===== config.mk =====
export PLATFORM = sky130hd
export DESIGN_NAME = jbd_top
export DESIGN_NICKNAME = d
export VERILOG_FILES = /design/src/logic/jbd_cmp.v /design/src/logic/jbd_sync.v /design/src/logic/jbd_top.v
export VERILOG_INCLUDE_DIRS = /design/src /design/src/logic
export SDC_FILE = /design/constraint.sdc
export NUM_CORES = 1
export LEC_CHECK = 0
export ABC_CLOCK_PERIOD_IN_PS = 17100
export BUFFER_PORTS_ARGS = -buffer_cell sky130_fd_sc_hd__buf_2
export CORE_UTILIZATION = 64
export CTS_BUF_LIST = sky130_fd_sc_hd__clkbuf_8
export CTS_CLUSTER_DIAMETER = 100
export DETAILED_ROUTE_END_ITERATION = 16
export GPL_ROUTABILITY_DRIVEN = 1
export HOLD_SLACK_MARGIN = 0.1
export PLACE_DENSITY = 0.93
export SLEW_MARGIN = 20
export SYNTH_ARGS = -nofsm -noshare
export SYNTH_HDL_FRONTEND = slang
export SYNTH_HIERARCHICAL = 1
export SYNTH_SLANG_ARGS = --single-unit

===== constraint.sdc =====
create_clock -name i_clk -period 17.1 [get_ports i_clk]
set_input_delay 1.71 -clock i_clk [delete_from_list [all_inputs] [get_ports i_clk]]
set_output_delay 1.71 -clock i_clk [all_outputs]
set_load 0.05 [all_outputs]

===== src/logic/jbd_regs.vh =====
// Purpose: shared constants of the scan and debug port
// Assumes: included by the design files only
// Notes: debug register indices sit in a 5-bit address field
`ifndef JBD_REGS_VH
`define JBD_REGS_VH
// instruction codes
`define JBD_IR_BYPASS 4'hF
`define JBD_IR_IDCODE 4'hE
`define JBD_IR_SAMPLE 4'h3
`define JBD_IR_EXTEST 4'h0
`define JBD_IR_SCANN 4'h2
`define JBD_IR_CAPTURE 4'h1
// chain numbers
`define JBD_CHAIN_BOUNDARY 4'h3
`define JBD_CHAIN_DEBUG 4'h2
// chain lengths
`define JBD_BS_LEN 16
`define JBD_DBG_LEN 38
// debug chain fields
`define JBD_DBG_WR_BIT 37
`define JBD_DBG_ADDR_HI 36
`define JBD_DBG_ADDR_LO 32
// debug register indices
`define JBD_DA_CTRL 5'h00
`define JBD_DA_STAT 5'h01
`define JBD_DA_UNIT0 2'h1
`define JBD_DA_UNIT1 2'h2
// offsets inside one comparator unit
`define JBD_UO_AV 3'h0
`define JBD_UO_AM 3'h1
`define JBD_UO_DV 3'h2
`define JBD_UO_DM 3'h3
`define JBD_UO_CV 3'h4
`define JBD_UO_CM 3'h5
`define JBD_UO_CFG 3'h6
// control register fields
`define JBD_CTRL_EN 0
`define JBD_CTRL_CLRHALT 1
// unit config fields
`define JBD_CFG_EN 0
`define JBD_CFG_BREAK 1
`endif


===== src/logic/jbd_cmp.v =====
// Purpose: one masked address, data and control comparator
// Assumes: bus inputs are on i_clk
// Notes: a set mask bit removes that bit from the match
`default_nettype none
`include "jbd_regs.vh"
module jbd_cmp (
  input wire [31:0] i_av,
  input wire [31:0] i_am,
  input wire [31:0] i_dv,
  input wire [31:0] i_dm,
  input wire [1:0] i_cv,
  input wire [1:0] i_cm,
  input wire [1:0] i_cfg,
  input wire i_valid,
  input wire i_fetch,
  input wire [1:0] i_ctl,
  input wire [31:0] i_addr,
  input wire [31:0] i_data,
  output wire o_match
);
  wire a_ok = ~|((i_addr ^ i_av) & ~i_am);
  wire d_ok = ~|((i_data ^ i_dv) & ~i_dm);
  wire c_ok = ~|((i_ctl ^ i_cv) & ~i_cm);
  // breakpoint watches fetches, watchpoint watches data accesses
  wire t_ok = (i_fetch == i_cfg[`JBD_CFG_BREAK]);
  assign o_match = i_cfg[`JBD_CFG_EN] & i_valid & t_ok & a_ok & d_ok & c_ok;
endmodule // jbd_cmp
`default_nettype wire


===== src/logic/jbd_sync.v =====
// Purpose: two flip-flop synchroniser for a W-bit group of pins
// Assumes: single clock i_clk
// Notes: stage one is read only by stage two
`default_nettype none
module jbd_sync #(
  parameter W = 1,
  parameter [W-1:0] INIT = {W{1'b0}}
) (
  input wire i_clk,
  input wire i_rst,
  input wire [W-1:0] i_d,
  output reg [W-1:0] o_q
);
  reg [W-1:0] meta_r;
  always @(posedge i_clk or posedge i_rst) begin
    if (i_rst) begin
      meta_r <= INIT;
      o_q <= INIT;
    end else begin
      meta_r <= i_d;
      o_q <= meta_r;
    end
  end
endmodule // jbd_sync
`default_nettype wire


===== src/logic/jbd_top.v =====
// Purpose: boundary-scan test port with chain select, id register and debug unit
// Assumes: test clock far slower than i_clk; pins synchronised here
// Notes: test clock edges are found by sampling, so TCK must stay at or under i_clk/6
// Behaviour
// - four-wire test port with standard state machine and boundary scan
// - instruction 1111 bypass, 1110 idcode, 0000 extest
// - instruction 0011 sample/preload, 0010 selects a scan chain
// - no internal test instruction; its code gets bypass
// - after chain select instruction a 4-bit chain number is shifted and latched
// - chain number 0011 selects the boundary chain
// - test-logic reset and system reset select the boundary chain
// - fixed 32-bit id: version, part number, manufacturer
// - debug unit disabled after reset until enabled
// - debug registers written serially through the test port
// - two comparator units plus a control register and a status register
// - enabled unit match on address, data, control halts the processor
// - per-bit masks drop bits from comparison
// - each unit is a watchpoint or a breakpoint
// - external watch inputs tied inactive
`default_nettype none
`include "jbd_regs.vh"
module jbd_top #(
  // arbitrary neutral value: version 1, part 0002, maker 001, lsb 1
  parameter [31:0] IDCODE = 32'h1000_2003
) (
  input wire i_clk,
  input wire i_rst,
  input wire i_tck,
  input wire i_tms,
  input wire i_tdi,
  input wire i_trst_n,
  input wire i_system_reset_n,
  input wire [7:0] i_pin_in,
  input wire [7:0] i_core_out,
  input wire i_bus_valid,
  input wire i_bus_fetch,
  input wire i_bus_write,
  input wire [31:0] i_bus_addr,
  input wire [31:0] i_bus_data,
  output reg o_tdo,
  output reg o_tdo_oe,
  output reg [7:0] o_pad_out,
  output reg o_halt
);
  localparam [15:0] S_TLR = 16'h0001;
  localparam [15:0] S_RTI = 16'h0002;
  localparam [15:0] S_SDS = 16'h0004;
  localparam [15:0] S_CDR = 16'h0008;
  localparam [15:0] S_SHDR = 16'h0010;
  localparam [15:0] S_E1DR = 16'h0020;
  localparam [15:0] S_PDR = 16'h0040;
  localparam [15:0] S_E2DR = 16'h0080;
  localparam [15:0] S_UDR = 16'h0100;
  localparam [15:0] S_SIS = 16'h0200;
  localparam [15:0] S_CIR = 16'h0400;
  localparam [15:0] S_SHIR = 16'h0800;
  localparam [15:0] S_E1IR = 16'h1000;
  localparam [15:0] S_PIR = 16'h2000;
  localparam [15:0] S_E2IR = 16'h4000;
  localparam [15:0] S_UIR = 16'h8000;
  // selector codes for the data path
  localparam [2:0] D_BYP = 3'h0;
  localparam [2:0] D_ID = 3'h1;
  localparam [2:0] D_SEL = 3'h2;
  localparam [2:0] D_BS = 3'h3;
  localparam [2:0] D_DBG = 3'h4;

  wire tck_s;
  wire tms_s;
  wire tdi_s;
  wire trst_n_s;
  wire sysrst_n_s;
  wire [7:0] pin_s;
  jbd_sync #(.W(1), .INIT(1'b0)) u_s_tck (.i_clk(i_clk), .i_rst(i_rst), .i_d(i_tck), .o_q(tck_s));
  jbd_sync #(.W(1), .INIT(1'b1)) u_s_tms (.i_clk(i_clk), .i_rst(i_rst), .i_d(i_tms), .o_q(tms_s));
  jbd_sync #(.W(1), .INIT(1'b1)) u_s_tdi (.i_clk(i_clk), .i_rst(i_rst), .i_d(i_tdi), .o_q(tdi_s));
  jbd_sync #(.W(1), .INIT(1'b0)) u_s_trst (.i_clk(i_clk), .i_rst(i_rst), .i_d(i_trst_n),
    .o_q(trst_n_s));
  jbd_sync #(.W(1), .INIT(1'b0)) u_s_srst (.i_clk(i_clk), .i_rst(i_rst),
    .i_d(i_system_reset_n), .o_q(sysrst_n_s));
  jbd_sync #(.W(8), .INIT(8'h00)) u_s_pin (.i_clk(i_clk), .i_rst(i_rst), .i_d(i_pin_in),
    .o_q(pin_s));

  reg tck_d_r;
  reg [15:0] st_r;
  reg [15:0] st_nxt;
  reg [3:0] ir_r;
  reg [3:0] ir_sh_r;
  reg [3:0] chain_r;
  reg [3:0] sel_sh_r;
  reg byp_r;
  reg [31:0] id_sh_r;
  reg [`JBD_BS_LEN-1:0] bs_sh_r;
  reg [7:0] bs_upd_r;
  reg [`JBD_DBG_LEN-1:0] dbg_sh_r;
  reg dbg_en_r;
  reg [1:0] hit_r;
  reg [31:0] u_av [0:1];
  reg [31:0] u_am [0:1];
  reg [31:0] u_dv [0:1];
  reg [31:0] u_dm [0:1];
  reg [1:0] u_cv [0:1];
  reg [1:0] u_cm [0:1];
  reg [1:0] u_cfg [0:1];
  reg [2:0] dsel;
  reg [31:0] dbg_rd;
  reg sel_bit;
  wire [1:0] match;
  wire rise = tck_s & ~tck_d_r;
  wire fall = ~tck_s & tck_d_r;
  wire sys_hold = ~sysrst_n_s;
  wire [4:0] d_addr = dbg_sh_r[`JBD_DBG_ADDR_HI:`JBD_DBG_ADDR_LO];
  wire d_unit = d_addr[4];
  wire d_in_unit = (d_addr[4:3] == `JBD_DA_UNIT0) | (d_addr[4:3] == `JBD_DA_UNIT1);
  integer k;

  // standard test port state walk on each rising test clock
  always @* begin
    st_nxt = S_TLR;
    case (st_r)
      S_TLR: st_nxt = tms_s ? S_TLR : S_RTI;
      S_RTI: st_nxt = tms_s ? S_SDS : S_RTI;
      S_SDS: st_nxt = tms_s ? S_SIS : S_CDR;
      S_CDR: st_nxt = tms_s ? S_E1DR : S_SHDR;
      S_SHDR: st_nxt = tms_s ? S_E1DR : S_SHDR;
      S_E1DR: st_nxt = tms_s ? S_UDR : S_PDR;
      S_PDR: st_nxt = tms_s ? S_E2DR : S_PDR;
      S_E2DR: st_nxt = tms_s ? S_UDR : S_SHDR;
      S_UDR: st_nxt = tms_s ? S_SDS : S_RTI;
      S_SIS: st_nxt = tms_s ? S_TLR : S_CIR;
      S_CIR: st_nxt = tms_s ? S_E1IR : S_SHIR;
      S_SHIR: st_nxt = tms_s ? S_E1IR : S_SHIR;
      S_E1IR: st_nxt = tms_s ? S_UIR : S_PIR;
      S_PIR: st_nxt = tms_s ? S_E2IR : S_PIR;
      S_E2IR: st_nxt = tms_s ? S_UIR : S_SHIR;
      S_UIR: st_nxt = tms_s ? S_SDS : S_RTI;
      default: st_nxt = S_TLR;
    endcase
  end

  // data register routing by instruction and chosen chain
  always @* begin
    case (ir_r)
      `JBD_IR_IDCODE: dsel = D_ID;
      `JBD_IR_SCANN: dsel = D_SEL;
      `JBD_IR_EXTEST, `JBD_IR_SAMPLE: begin
        if (chain_r == `JBD_CHAIN_BOUNDARY) dsel = D_BS;
        else if (chain_r == `JBD_CHAIN_DEBUG) dsel = D_DBG;
        else dsel = D_BYP;
      end
      // internal test and every other code fall to the bypass bit
      default: dsel = D_BYP;
    endcase
  end

  always @* begin
    case (dsel)
      D_ID: sel_bit = id_sh_r[0];
      D_SEL: sel_bit = sel_sh_r[0];
      D_BS: sel_bit = bs_sh_r[0];
      D_DBG: sel_bit = dbg_sh_r[0];
      default: sel_bit = byp_r;
    endcase
  end

  // read side of the debug registers, one word per index
  always @* begin
    dbg_rd = 32'h0000_0000;
    if (d_addr == `JBD_DA_CTRL) dbg_rd = {31'h0000_0000, dbg_en_r};
    else if (d_addr == `JBD_DA_STAT) dbg_rd = {28'h000_0000, hit_r, o_halt, dbg_en_r};
    else if (d_in_unit) begin
      case (d_addr[2:0])
        `JBD_UO_AV: dbg_rd = u_av[d_unit];
        `JBD_UO_AM: dbg_rd = u_am[d_unit];
        `JBD_UO_DV: dbg_rd = u_dv[d_unit];
        `JBD_UO_DM: dbg_rd = u_dm[d_unit];
        `JBD_UO_CV: dbg_rd = {30'h0000_0000, u_cv[d_unit]};
        `JBD_UO_CM: dbg_rd = {30'h0000_0000, u_cm[d_unit]};
        `JBD_UO_CFG: dbg_rd = {30'h0000_0000, u_cfg[d_unit]};
        default: dbg_rd = 32'h0000_0000;
      endcase
    end
  end

  // control bit 1 is the external watch input, wired to zero
  genvar g;
  generate
    for (g = 0; g < 2; g = g + 1) begin : g_cmp
      jbd_cmp u_cmp (
        .i_av(u_av[g]),
        .i_am(u_am[g]),
        .i_dv(u_dv[g]),
        .i_dm(u_dm[g]),
        .i_cv(u_cv[g]),
        .i_cm(u_cm[g]),
        .i_cfg(u_cfg[g]),
        .i_valid(i_bus_valid),
        .i_fetch(i_bus_fetch),
        .i_ctl({1'b0, i_bus_write}),
        .i_addr(i_bus_addr),
        .i_data(i_bus_data),
        .o_match(match[g])
      );
    end
  endgenerate

  always @(posedge i_clk or posedge i_rst) begin
    if (i_rst) begin
      tck_d_r <= 1'b0;
      st_r <= S_TLR;
      ir_r <= `JBD_IR_IDCODE;
      ir_sh_r <= 4'h0;
      chain_r <= `JBD_CHAIN_BOUNDARY;
      sel_sh_r <= 4'h0;
      byp_r <= 1'b0;
      id_sh_r <= 32'h0000_0000;
      bs_sh_r <= {`JBD_BS_LEN{1'b0}};
      bs_upd_r <= 8'h00;
      dbg_sh_r <= {`JBD_DBG_LEN{1'b0}};
      dbg_en_r <= 1'b0;
      hit_r <= 2'b00;
      o_halt <= 1'b0;
      o_tdo <= 1'b0;
      o_tdo_oe <= 1'b0;
      o_pad_out <= 8'h00;
      for (k = 0; k < 2; k = k + 1) begin
        u_av[k] <= 32'h0000_0000;
        u_am[k] <= 32'h0000_0000;
        u_dv[k] <= 32'h0000_0000;
        u_dm[k] <= 32'h0000_0000;
        u_cv[k] <= 2'b00;
        u_cm[k] <= 2'b00;
        u_cfg[k] <= 2'b00;
      end
    end else begin
      tck_d_r <= tck_s;
      if (!trst_n_s) begin
        st_r <= S_TLR;
        ir_r <= `JBD_IR_IDCODE;
      end else if (rise) begin
        st_r <= st_nxt;
        case (st_r)
          S_TLR: ir_r <= `JBD_IR_IDCODE;
          S_CIR: ir_sh_r <= `JBD_IR_CAPTURE;
          S_SHIR: ir_sh_r <= {tdi_s, ir_sh_r[3:1]};
          S_UIR: ir_r <= ir_sh_r;
          S_CDR: begin
            byp_r <= 1'b0;
            id_sh_r <= IDCODE;
            sel_sh_r <= chain_r;
            bs_sh_r <= {i_core_out, pin_s};
            dbg_sh_r[31:0] <= dbg_rd;
          end
          S_SHDR: begin
            case (dsel)
              D_ID: id_sh_r <= {tdi_s, id_sh_r[31:1]};
              D_SEL: sel_sh_r <= {tdi_s, sel_sh_r[3:1]};
              D_BS: bs_sh_r <= {tdi_s, bs_sh_r[`JBD_BS_LEN-1:1]};
              D_DBG: dbg_sh_r <= {tdi_s, dbg_sh_r[`JBD_DBG_LEN-1:1]};
              default: byp_r <= tdi_s;
            endcase
          end
          S_UDR: begin
            if (dsel == D_SEL) chain_r <= sel_sh_r;
            if (dsel == D_BS) bs_upd_r <= bs_sh_r[`JBD_BS_LEN-1:8];
          end
          default: ;
        endcase
      end
      // test-logic reset or system reset puts the boundary chain back
      if (st_r == S_TLR || sys_hold) chain_r <= `JBD_CHAIN_BOUNDARY;
      // tdo changes on the falling test clock, as the tester samples on rising
      if (fall) begin
        o_tdo_oe <= (st_r == S_SHDR) | (st_r == S_SHIR);
        o_tdo <= (st_r == S_SHIR) ? ir_sh_r[0] : sel_bit;
      end
      // extest on the boundary chain drives the pads from the update latch, else the core drives them
      o_pad_out <= (ir_r == `JBD_IR_EXTEST && chain_r == `JBD_CHAIN_BOUNDARY) ?
        bs_upd_r : i_core_out;
      // debug register write from a completed debug chain update
      if (rise && st_r == S_UDR && dsel == D_DBG && dbg_sh_r[`JBD_DBG_WR_BIT]) begin
        if (d_addr == `JBD_DA_CTRL) dbg_en_r <= dbg_sh_r[`JBD_CTRL_EN];
        else if (d_in_unit) begin
          case (d_addr[2:0])
            `JBD_UO_AV: u_av[d_unit] <= dbg_sh_r[31:0];
            `JBD_UO_AM: u_am[d_unit] <= dbg_sh_r[31:0];
            `JBD_UO_DV: u_dv[d_unit] <= dbg_sh_r[31:0];
            `JBD_UO_DM: u_dm[d_unit] <= dbg_sh_r[31:0];
            `JBD_UO_CV: u_cv[d_unit] <= dbg_sh_r[1:0];
            `JBD_UO_CM: u_cm[d_unit] <= dbg_sh_r[1:0];
            `JBD_UO_CFG: u_cfg[d_unit] <= dbg_sh_r[1:0];
            default: ;
          endcase
        end
      end
      // hits count only while the unit is enabled; a new hit beats the clear
      hit_r <= match & {2{dbg_en_r}};
      if (dbg_en_r && |match) o_halt <= 1'b1;
      else if (rise && st_r == S_UDR && dsel == D_DBG && dbg_sh_r[`JBD_DBG_WR_BIT] &&
          d_addr == `JBD_DA_CTRL && dbg_sh_r[`JBD_CTRL_CLRHALT]) o_halt <= 1'b0;
      // system reset also powers the debug unit down
      if (sys_hold) begin
        dbg_en_r <= 1'b0;
        o_halt <= 1'b0;
      end
    end
  end
endmodule // jbd_top
`default_nettype wire

==> impl_metrics.csv <==
group,metric,value,unit
worst_setup_path,worstPathCellList,"buf_4 -> buf_4 -> mux2i_1 -> o22ai_1 -> o41ai_1 -> a21oi_1 -> mux2_2",
floorplan,dieWidth,185,um
finish,fill_cells,2019,
timing,layout_worst_path_cycle_share,22.7,%
clock_network,cts_htree_levels,3,
floorplan,initial_core_util,65.5,%
timing,max_slew_margin,27.4,%
routing,drt_drc_violations_left,0,
timing,time_the_final_worst_path_needs_with_i_o_delays_and_setup,3.88,ns
finish,finish.utilization,71.8,%
yosys,synthesis.area,21500,um2
worst_setup_path,critical_path.startpoint_type,"flop",
timing,unrepaired_setup_endpoints_after_global_routing,"no",
yosys,synthesis_warnings,6,
power,p_leak,10.4,nW
timing,timing.final.max_slew_violations,0,
clock_network,root_buffer,"sky130_fd_sc_hd__clkbuf_8",
placement,finalWeightedCongestion,0.915,
yosys,postSynth.topFlopCell,"sky130_fd_sc_hd__dfrtp_1",
worst_setup_path,slowest_stage,"sky130_fd_sc_hd__buf_4",
yosys,synthesis.area_per_instance,11.7,um2
worst_setup_path,worst-path-max-fanout,60,
worst_setup_path,crit_path_max_incr_delay,0.93,ns
floorplan,area_of_the_die,34300,um2
timing,worst_clk_skew,0.0357,ns
grt,largest_net_degree_at_the_start_of_global_routing,159,
clock_network,clk_sinks,436,
timing,fmax,257,MHz
worst_setup_path,cp_common_cell,"sky130_fd_sc_hd__buf_4",
grt,grt_overflow_total,0,
worst_setup_path,setup.reg_to_reg.worst_slack,13.22,ns
placement,portBuffers,100,
routing,route.detailed.wl_per_inst,24.2,um
timing,hold_viol_final,0,
routing,vias,15736,
finish,drive_gt1_share,25.9,%
timing,timing.hold.ws,0.340,ns
flow_run,max_cap_viol_count,0,
timing,setup_tns,0,ns
finish,fin_cells,2381,
yosys,synthesis.instances,1835,
yosys,postSynthRegisterBits,436,
placement,dp.cells,2260,
timing,setup_viol,0,
finish,final_common_cell,"sky130_fd_sc_hd__dfrtp_1",
timing,tightestPinTransition,1.09,ns
finish,design.final.nets,1980,
clock_network,ctsLongestPathBuffers,3,
floorplan,placementRows,66,
routing,wl,57500,um
yosys,synthDistinctLibCells,65,
worst_setup_path,crit_type,"flop to flop",
grt,first_global_vias,16692,
worst_setup_path,end_kind,"flop",
power,power.ir.vdd_worst,94.7,uV
min_path,hold_class,"flop to flop",
clock_network,clock_transition_at_the_registers_of_the_reported_paths,0.07,ns
routing,drt_first_pass_iters,6,
power,finalPower,2.00,mW
floorplan,placeable_core_area,32800,um2
finish,mostFrequentLayoutCells,"425 x sky130_fd_sc_hd__dfrtp_1, 248 x sky130_fd_sc_hd__mux2_2, 151 x sky130_fd_sc_hd__mux2i_1, 143 x sky130_fd_sc_hd__nand2_1, 137 x sky130_fd_sc_hd__xnor2_1",
clock_network,tritoncts,"yes",
clock_network,post_cts_setup_buffer_count,0,
power,cellPowerDensity,85.0,nW/um2
yosys,synth_edf_count,0,
clock_network,ctsHoldBuffers,0,
clock_network,cts_buffers,70,
clock_network,clock_latency,0.63,ns
grt,grt_pass1_wl,90800,um
clock_network,cts_resized,0,
yosys,ys_async_sr_fraction,100,%
floorplan,ioPinCount,101,
placement,detailedPlacementHpwl,36300,um
grt,antenna_found_initial,4,
routing,ant_nets,0,
finish,areaGrowthSynthToFinish,9.57,%
grt,globalRouteTotalUtil,34.8,%
worst_setup_path,worstPathArrival,4.38,ns
routing,dr.first_iter.drc_count,1922,
worst_setup_path,cp.required,17.60,ns
run_status,run_status,"complete, no violations",
routing,via_per_inst,6.61,
yosys,synth_sequential_area_ratio,50.9,%
floorplan,die_height,185,um
## layout make-up
type,count,area (um2),share of cell area (%)
Sequential cell,436,10900,46.4
Multi-Input combinational cell,1243,9950,42.3
Clock buffer,85,1170,4.97
Timing Repair Buffer,120,662,2.81
Tap cell,442,553,2.35
Clock inverter,35,181,0.771
Inverter,19,83.8,0.356
Antenna cell,1,2.50,0.0106
## flip-flops by register name, summed over array words and instances (netlist names), 4 cells and up
register	count
bs_upd_r	8
u_cv	4
u_cm	4
u_dm	64
o_pad_out	8
u_cfg	4
dbg_sh_r	38
u_am	64
sel_sh_r	4
ir_r	4
id_sh_r	32
bs_sh_r	16
chain_r	4
u_s_pin/o_q	8
u_s_pin/meta_r	8
u_av	64
u_dv	64
ir_sh_r	4
st_r	16
## path summary, 6_finish.rpt
path | start | endpoint | cells after the start
max | dbg_sh_r[36] | dbg_sh_r[0] | 7
min | u_s_pin/meta_r[6] | u_s_pin/o_q[6] | 0
max reg2reg | dbg_sh_r[36] | dbg_sh_r[0] | 7
min reg2reg | u_s_pin/meta_r[6] | u_s_pin/o_q[6] | 0
max in group asynchronous | i_rst | u_av[35] | 4
min in group asynchronous | i_rst | u_s_trst/meta_r | 2
## critical path: cells and delay by family, from the launching register on
family                 cells  cell delay, ns
AO/OA/AOI/OAI              3            0.58
buffers and inverters      2            1.83
flip-flops                 1            0.71
multiplexers               2            0.52
## per-stage QoR
| stage | setup slack (ns) | instance area (um2) |
|---|---|---|
| 6_report | 13.22 | 23500 |
| 5_1_grt | 13.13 | 23500 |
| 4_1_cts | 12.94 | 23500 |
| 3_5_place_dp | 12.31 | 22200 |
| 3_3_place_gp | 12.42 | 22200 |
| 2_1_floorplan | 3.99 | 21500 |
## per-layer routing
layer | global-route usage, % | part of all wire (%) | vias up
li1 | - | - | 6676
met1 | 42.3 | 38 | 7884
met3 | 7.86 | 8.3 | 288
met5 | 0 | 0.038 | -
met2 | 55.4 | 47 | 884
met4 | 24.4 | 6.7 | 4
## synthesized netlist by cell type (10+ instances only)
cell	instances	area (um2)
sky130_fd_sc_hd__dfrtp_1	426	10700
sky130_fd_sc_hd__mux2_2	248	2790
sky130_fd_sc_hd__mux2i_1	151	1510
sky130_fd_sc_hd__nand2_1	144	541
sky130_fd_sc_hd__xnor2_1	137	1200
sky130_fd_sc_hd__o22ai_1	118	738
sky130_fd_sc_hd__o21ai_0	91	455
sky130_fd_sc_hd__mux2_1	74	833
sky130_fd_sc_hd__nor2_1	69	259
sky130_fd_sc_hd__clkbuf_1	66	248
sky130_fd_sc_hd__buf_2	37	185
sky130_fd_sc_hd__nor3_1	29	145
sky130_fd_sc_hd__buf_1	26	97.6
sky130_fd_sc_hd__inv_1	19	71.3
sky130_fd_sc_hd__a21oi_1	16	80.1
sky130_fd_sc_hd__dfstp_2	10	263
sky130_fd_sc_hd__nand3_1	10	50.1
## kinds of logic after synthesis
| family | Yosys count | synth area share [%] |
|---|---|---|
| XOR/XNOR | 141 | 5.75 |
| other | 1 | 0.0175 |
| buffers and inverters | 157 | 3.19 |
| flip-flops | 436 | 50.9 |
| AO/OA/AOI/OAI | 289 | 8.38 |
| multiplexers | 473 | 23.9 |
| AND/OR/NAND/NOR | 338 | 7.89 |
## where the power goes
part	switching, mW	internal (mW)	total (mW)
registers	0.00322	1.04	1.04
clock network	0.416	0.464	0.880
logic	0.0540	0.0265	0.0805
Note: power is estimated with default switching activity, not from simulation.
